--- src/rtl/rotate_pkg.sv ---
// constants shared by the rotate execution unit
package rotate_pkg;
  localparam int unsigned clk_period_ns = 10;
  localparam int unsigned data_w = 8;
  localparam int unsigned insn_w = 16;
  localparam int unsigned addr_w = 8;
  // opcode field sits in the top seven bits, destination bit below it
  localparam int unsigned opcode_lsb = 9;
  localparam int unsigned opcode_w = 7;
  localparam int unsigned dest_bit = 8;
  localparam logic [6:0] opc_rotate_carry = 7'h0c;
  localparam logic [6:0] opc_rotate_wrap = 7'h10;
  localparam logic dest_accumulator = 1'b0;
  localparam logic dest_register = 1'b1;
  localparam logic [7:0] data_reset = 8'h00;
  typedef enum logic [1:0] {
    q_decode,
    q_read,
    q_process,
    q_write
  } qphase_e;
endpackage

--- src/rtl/rotate_if.sv ---
// carrier for the decoded instruction between decoder and datapath
`timescale 1ns/1ns
`default_nettype none
interface rotate_if;
  logic is_carry;
  logic is_wrap;
  logic dest;
  logic [7:0] addr;
  modport dec (output is_carry, output is_wrap, output dest, output addr);
  modport exe (input is_carry, input is_wrap, input dest, input addr);
endinterface
`default_nettype wire

--- src/rtl/rotate_right_exec_unit.sv ---
// rotate-right execution datapath, one instruction per four quarter phases
`timescale 1ns/1ns
`default_nettype none
module rotate_right_exec_unit
  import rotate_pkg::*;
(
  input wire logic clk,
  input wire logic resetn,
  input wire logic insn_valid,
  input wire logic [rotate_pkg::insn_w-1:0] insn,
  input wire logic [rotate_pkg::data_w-1:0] reg_rdata,
  input wire logic carry_in,
  output logic [1:0] qphase,
  output logic reg_re,
  output logic [rotate_pkg::addr_w-1:0] reg_addr,
  output logic reg_we,
  output logic [rotate_pkg::data_w-1:0] reg_wdata,
  output logic acc_we,
  output logic [rotate_pkg::data_w-1:0] acc_wdata,
  output logic carry_we,
  output logic carry_out,
  output logic busy
);
  import rotate_pkg::*;

  rotate_if dif();
  rotate_decode u_dec (
    .insn(insn),
    .d(dif)
  );

  qphase_e phase;
  logic op_carry;
  logic op_wrap;
  logic op_dest;
  logic [7:0] operand;
  logic [7:0] result;
  logic new_carry;
  logic [7:0] next_result;
  logic next_carry;

  // phase counter idles in decode until a rotate instruction is offered
  always_ff @(posedge clk or negedge resetn) begin
    if (!resetn) begin
      phase <= q_decode;
    end else begin
      case (phase)
        q_decode: begin
          if (insn_valid && (dif.is_carry || dif.is_wrap)) begin
            phase <= q_read;
          end
        end
        q_read: phase <= q_process;
        q_process: phase <= q_write;
        q_write: phase <= q_decode;
        default: phase <= q_decode;
      endcase
    end
  end

  // latch decoded fields in Q1 so the instruction word may change afterwards
  always_ff @(posedge clk or negedge resetn) begin
    if (!resetn) begin
      op_carry <= 1'b0;
      op_wrap <= 1'b0;
      op_dest <= dest_accumulator;
      reg_addr <= 8'h00;
    end else if (phase == q_decode && insn_valid && (dif.is_carry || dif.is_wrap)) begin
      op_carry <= dif.is_carry;
      op_wrap <= dif.is_wrap;
      op_dest <= dif.dest;
      reg_addr <= dif.addr;
    end
  end

  always_ff @(posedge clk or negedge resetn) begin
    if (!resetn) begin
      operand <= data_reset;
    end else if (phase == q_read) begin
      operand <= reg_rdata;
    end
  end

  always_comb begin
    next_result = result;
    next_carry = new_carry;
    if (op_carry) begin
      next_result = {carry_in, operand[7:1]};
      next_carry = operand[0];
    end else if (op_wrap) begin
      next_result = {operand[0], operand[7:1]};
    end
  end

  always_ff @(posedge clk or negedge resetn) begin
    if (!resetn) begin
      result <= data_reset;
      new_carry <= 1'b0;
    end else if (phase == q_process) begin
      result <= next_result;
      new_carry <= next_carry;
    end
  end

  // registered strobes: read in Q2, write in Q4
  always_ff @(posedge clk or negedge resetn) begin
    if (!resetn) begin
      reg_re <= 1'b0;
      reg_we <= 1'b0;
      acc_we <= 1'b0;
      carry_we <= 1'b0;
      reg_wdata <= data_reset;
      acc_wdata <= data_reset;
      carry_out <= 1'b0;
    end else begin
      reg_re <= phase == q_decode && insn_valid && (dif.is_carry || dif.is_wrap);
      reg_we <= phase == q_process && op_dest == dest_register;
      acc_we <= phase == q_process && op_dest == dest_accumulator;
      carry_we <= phase == q_process && op_carry;
      if (phase == q_process) begin
        reg_wdata <= next_result;
        acc_wdata <= next_result;
        carry_out <= next_carry;
      end
    end
  end

  always_ff @(posedge clk or negedge resetn) begin
    if (!resetn) begin
      qphase <= 2'h0;
      busy <= 1'b0;
    end else begin
      qphase <= next_phase_code(phase, insn_valid && (dif.is_carry || dif.is_wrap));
      busy <= (phase == q_decode) ? (insn_valid && (dif.is_carry || dif.is_wrap))
                                  : (phase != q_write);
    end
  end

  function automatic logic [1:0] next_phase_code(input qphase_e p, input logic go);
    case (p)
      q_decode: next_phase_code = go ? 2'h1 : 2'h0;
      q_read: next_phase_code = 2'h2;
      q_process: next_phase_code = 2'h3;
      default: next_phase_code = 2'h0;
    endcase
  endfunction
endmodule
`default_nettype wire

--- src/rtl/rotate_decode.sv ---
// instruction field decoder for the two rotate instructions
`timescale 1ns/1ns
`default_nettype none
module rotate_decode
  import rotate_pkg::*;
(
  input wire logic [rotate_pkg::insn_w-1:0] insn,
  rotate_if.dec d
);
  assign d.is_carry = insn[insn_w-1 -: opcode_w] == opc_rotate_carry;
  assign d.is_wrap = insn[insn_w-1 -: opcode_w] == opc_rotate_wrap;
  assign d.dest = insn[dest_bit];
  assign d.addr = insn[addr_w-1:0];
endmodule
`default_nettype wire

--- config.mk ---
export PLATFORM = sky130hd
export DESIGN_NAME = rotate_right_exec_unit
export DESIGN_NICKNAME = d
export VERILOG_FILES = /design/src/rtl/rotate_pkg.sv /design/src/rtl/rotate_if.sv /design/src/rtl/rotate_right_exec_unit.sv /design/src/rtl/rotate_decode.sv
export SDC_FILE = /design/constraint.sdc
export NUM_CORES = 1
export LEC_CHECK = 0
export BUFFER_PORTS_ARGS = -buffer_cell sky130_fd_sc_hd__buf_2
export CELL_PAD_IN_SITES_DETAIL_PLACEMENT = 0
export CELL_PAD_IN_SITES_GLOBAL_PLACEMENT = 1
export CORE_MARGIN = 4
export CORE_UTILIZATION = 41
export CTS_CLUSTER_DIAMETER = 60
export DETAILED_ROUTE_END_ITERATION = 10
export PLACE_DENSITY_LB_ADDON = 0.1
export SETUP_SLACK_MARGIN = 0.1
export SLEW_MARGIN = 20
export SYNTH_ARGS = -nofsm -noshare
export SYNTH_HDL_FRONTEND = slang
export SYNTH_HIERARCHICAL = 1
export SYNTH_SLANG_ARGS = --single-unit
--- constraint.sdc ---
create_clock -name clk -period 3.7 [get_ports clk]
set_input_delay 0.37 -clock clk [delete_from_list [all_inputs] [get_ports clk]]
set_output_delay 0.37 -clock clk [all_outputs]
set_load 0.05 [all_outputs]
==> summary.md <==
| Metric | Value |
|---|---|
| Initial antenna violation count | `0` |
| CTS buffer count | `5` |
| Row cnt | `22` |
| Clock Tree Root | `clkbuf_8` |
| Worst EP required | `3870 ps` |
| DRC viols | `0` |
| Psw | `439 uW` |
| H-tree depth | `2` |
| Worst-Margin Slew | `802 ps` |
| Net Sw Frac | `between 30% and 40%` |
| # nets final | `190` |
| Outcome | `finished, final reports clean` |
| Cell variety after synth | `19` |
| Pwr Density | `approximately 650 nW/um^2` |
| Max Cap Viol | `0` |
| Worst Setup Start Kind | `primary input` |
| Post-Syn Area | `1640 sq um` |
| Vias | `947` |
| Initial core utilization | `43.5%` |
| DRT iter0 DRCs | `22` |
| Antenna Cells | `0` |
| Die footprint | `a little over 5000 sq um` |
| Clock power share | `21.8%` |
| Cts repair resizes | `0` |
| Final setup fails | `0` |
| Ys Warns | `6` |
| Dpl hpwl | `between 2 and 2.5 mm` |
| # port buffers | `59` |
| Die X | `approximately 71 um` |
| Max Slew Vio Count | `0` |
| Slew headroom | `46.5%` |
| Clk buf depth | `2` |
| Synth Instances | `110` |
| Hold Path Class | `in -> async` |
| DR pass1 iterations | `3` |
| Reg power frac | `around 44%` |
| WS Path Type | `in -> reg` |
| TritonCTS Sinks | `37` |
| Total Routing Usage GR | `11.3%` |
| Final setup TNS | `0 ps` |
| Clock slew at reported path FFs | `60 ps` |
| Fillers | `350` |
| Fin. Hold Viols | `0` |
| Combinational Power Share | `34.4%` |
| Flops & latches, synth | `37` |
| Insertion delay to the later sink of the worst-skew pair | `280 ps` |
| DRT antenna net count | `0` |
| Ranking of synthesized cells by area | `dfrtp_1, mux2_2, buf_4, mux2_4, ha_1` |
| Leak | `0.00108 uW` |
| Post-CTS Hold Buffers | `0` |
| Largest net degree at the start of global routing | `38` |
| Proportion of layout cells with a drive suffix above 1 | `61.8%` |
| P&R area growth vs syn | `17.6%` |
| GPL Wtd Cong | `0.767` |
| GRT overflow | `0` |
| IO Pins | `60` |
| Worst Path Max Fanout | `14` |
| Area share of the largest cell type after synthesis | `between 50 and 60%` |
| Post-layout minimum cycle time | `about 1900 ps` |
| Sequential-to-total area share from yosys stat | `56.4%` |
| Fin crit share | `between 50% and 60%` |
| RSZ-0062 raised after global routing | `false` |
| First-pass GRT wire length | `4.40 mm` |
| Number of global-route vias before repair | `929` |
| Internal power | `812 uW` |
| Data arrival time of the critical path | `around 2100 ps` |
| Net Count, Synth | `about 140` |
| Chip Height | `71.3 um` |
| Final clock skew | `2.34 ps` |
| Post-layout util | `about half` |
| Worst vdd ir | `367 uV` |
| Yosys top cell by area | `dfrtp_1` |
| Routed len/inst | `13.5 um` |
| Critical path endpoint category | `flip-flop` |
| Final WL | `between 2 and 3 mm` |
| Achievable frequency | `0.522 GHz` |
| Syn Area/Cell | `14.9 sq um` |
| Core outline area | `3770 sq um` |
| Drt via density | `4.62` |
| Setup bufs post-CTS | `0` |
| CTS tree | `done` |
-- power by group through the flow --
stage / sequential [uW] / clock [uW] / combinational [uW]
2_1_floorplan: 679 / 0 / 216
3_3_place_gp: 552 / 0 / 430
3_5_place_dp: 557 / 0 / 438
4_1_cts: 550 / 288 / 439
5_1_grt: 562 / 303 / 457
6_report: 549 / 273 / 430
-- synth_stat cells --
master / number
and2_1: 2
buf_12: 1
buf_2: 1
buf_4: 17
dfrtp_1: 37
ha_1: 5
inv_1: 3
mux2_2: 21
mux2_4: 7
mux2i_1: 3
nand2_1: 3
nor2_1: 1
nor2b_1: 1
nor3_1: 1
nor4b_2: 1
o211ai_4: 1
o21ai_0: 3
o21ai_4: 1
or4_4: 1
-- cells in the final DEF (no fill, tap or decap), types with 2 or more instances in the layout --
master / Yosys / layout
buf_2: 1 / 59
dfrtp_1: 37 / 37
mux2_2: 21 / 21
mux2_4: 7 / 7
clkbuf_8: 0 / 6
ha_1: 5 / 5
inv_1: 3 / 3
mux2i_1: 3 / 3
o21ai_0: 3 / 3
nand2_1: 3 / 3
and2_1: 2 / 2
-- area by class of cell --
type,count,area [sq um],share of cell area (%)
flip-flops and latches,37,926,48.0
multi-input cells,51,552,28.6
repair buffers,59,295,15.3
clock buffers,7,86.3,4.47
well taps,48,60.1,3.11
inverters,3,11.3,0.583
-- metrics by stage --
| stage | cells | setup WS [ps] | area [sq um] | power [uW] | hold slack, ps |
|---|---|---|---|---|---|
| 2_1_floorplan | 110 | 1690 | 1640 | 895 | 74.4 |
| 3_3_place_gp | 198 | 1530 | 1840 | 982 | 419 |
| 3_5_place_dp | 198 | 1470 | 1840 | 996 | 428 |
| 4_1_cts | 205 | 1780 | 1930 | 1280 | 204 |
| 5_1_grt | 205 | 1690 | 1930 | 1320 | 252 |
| 6_report | 205 | 1790 | 1930 | 1250 | 177 |
-- logic make-up (layout without fill, tap and decap cells) --
family	Yosys count	after routing	synth area share (%)
compound gates	5	5	3.20
simple gates	10	10	3.96
buf+inv	22	69	9.98
fa+ha+maj	5	5	3.81
flops	37	37	56.4
mux	31	31	22.6
-- layer usage --
layer,global-route usage [%],part of all wire (%),up-vias
li1,-,-,449
met1,13.8,42,458
met2,17.7,50,35
met3,4.35,7.6,5
met4,5.01,1.3,0
met5,0,0,-
-- critical path, cell delays in order --
cell and delay, ps:
buf_2 100, or4_4 530, nor4b_2 420, o211ai_4 290, mux2_4 370
-- final timing paths --
kind,start,endpoint,slack (ps),cells past startpoint
worst min-delay path,resetn,reg_wdata[2],180,1
worst max-delay path,insn[10],reg_addr[7],1790,5
max in group asynchronous,resetn,op_dest,3020,1
worst min register to register,op_dest,acc_we,440,1
min in group clk,insn[3],reg_addr[3],320,2
worst max register to register,phase[1],reg_addr[7],2140,4
-- flip-flops by register name (all words and copies together) (netlist names) --
signal and cells:
reg_re 1, op_wrap 1, carry_we 1, reg_wdata 8, phase 2, op_dest 1, reg_we 1, qphase 2
busy 1, op_carry 1, acc_we 1, operand 8, new_carry 1, reg_addr 8
Power figures use the tool's default switching activity.
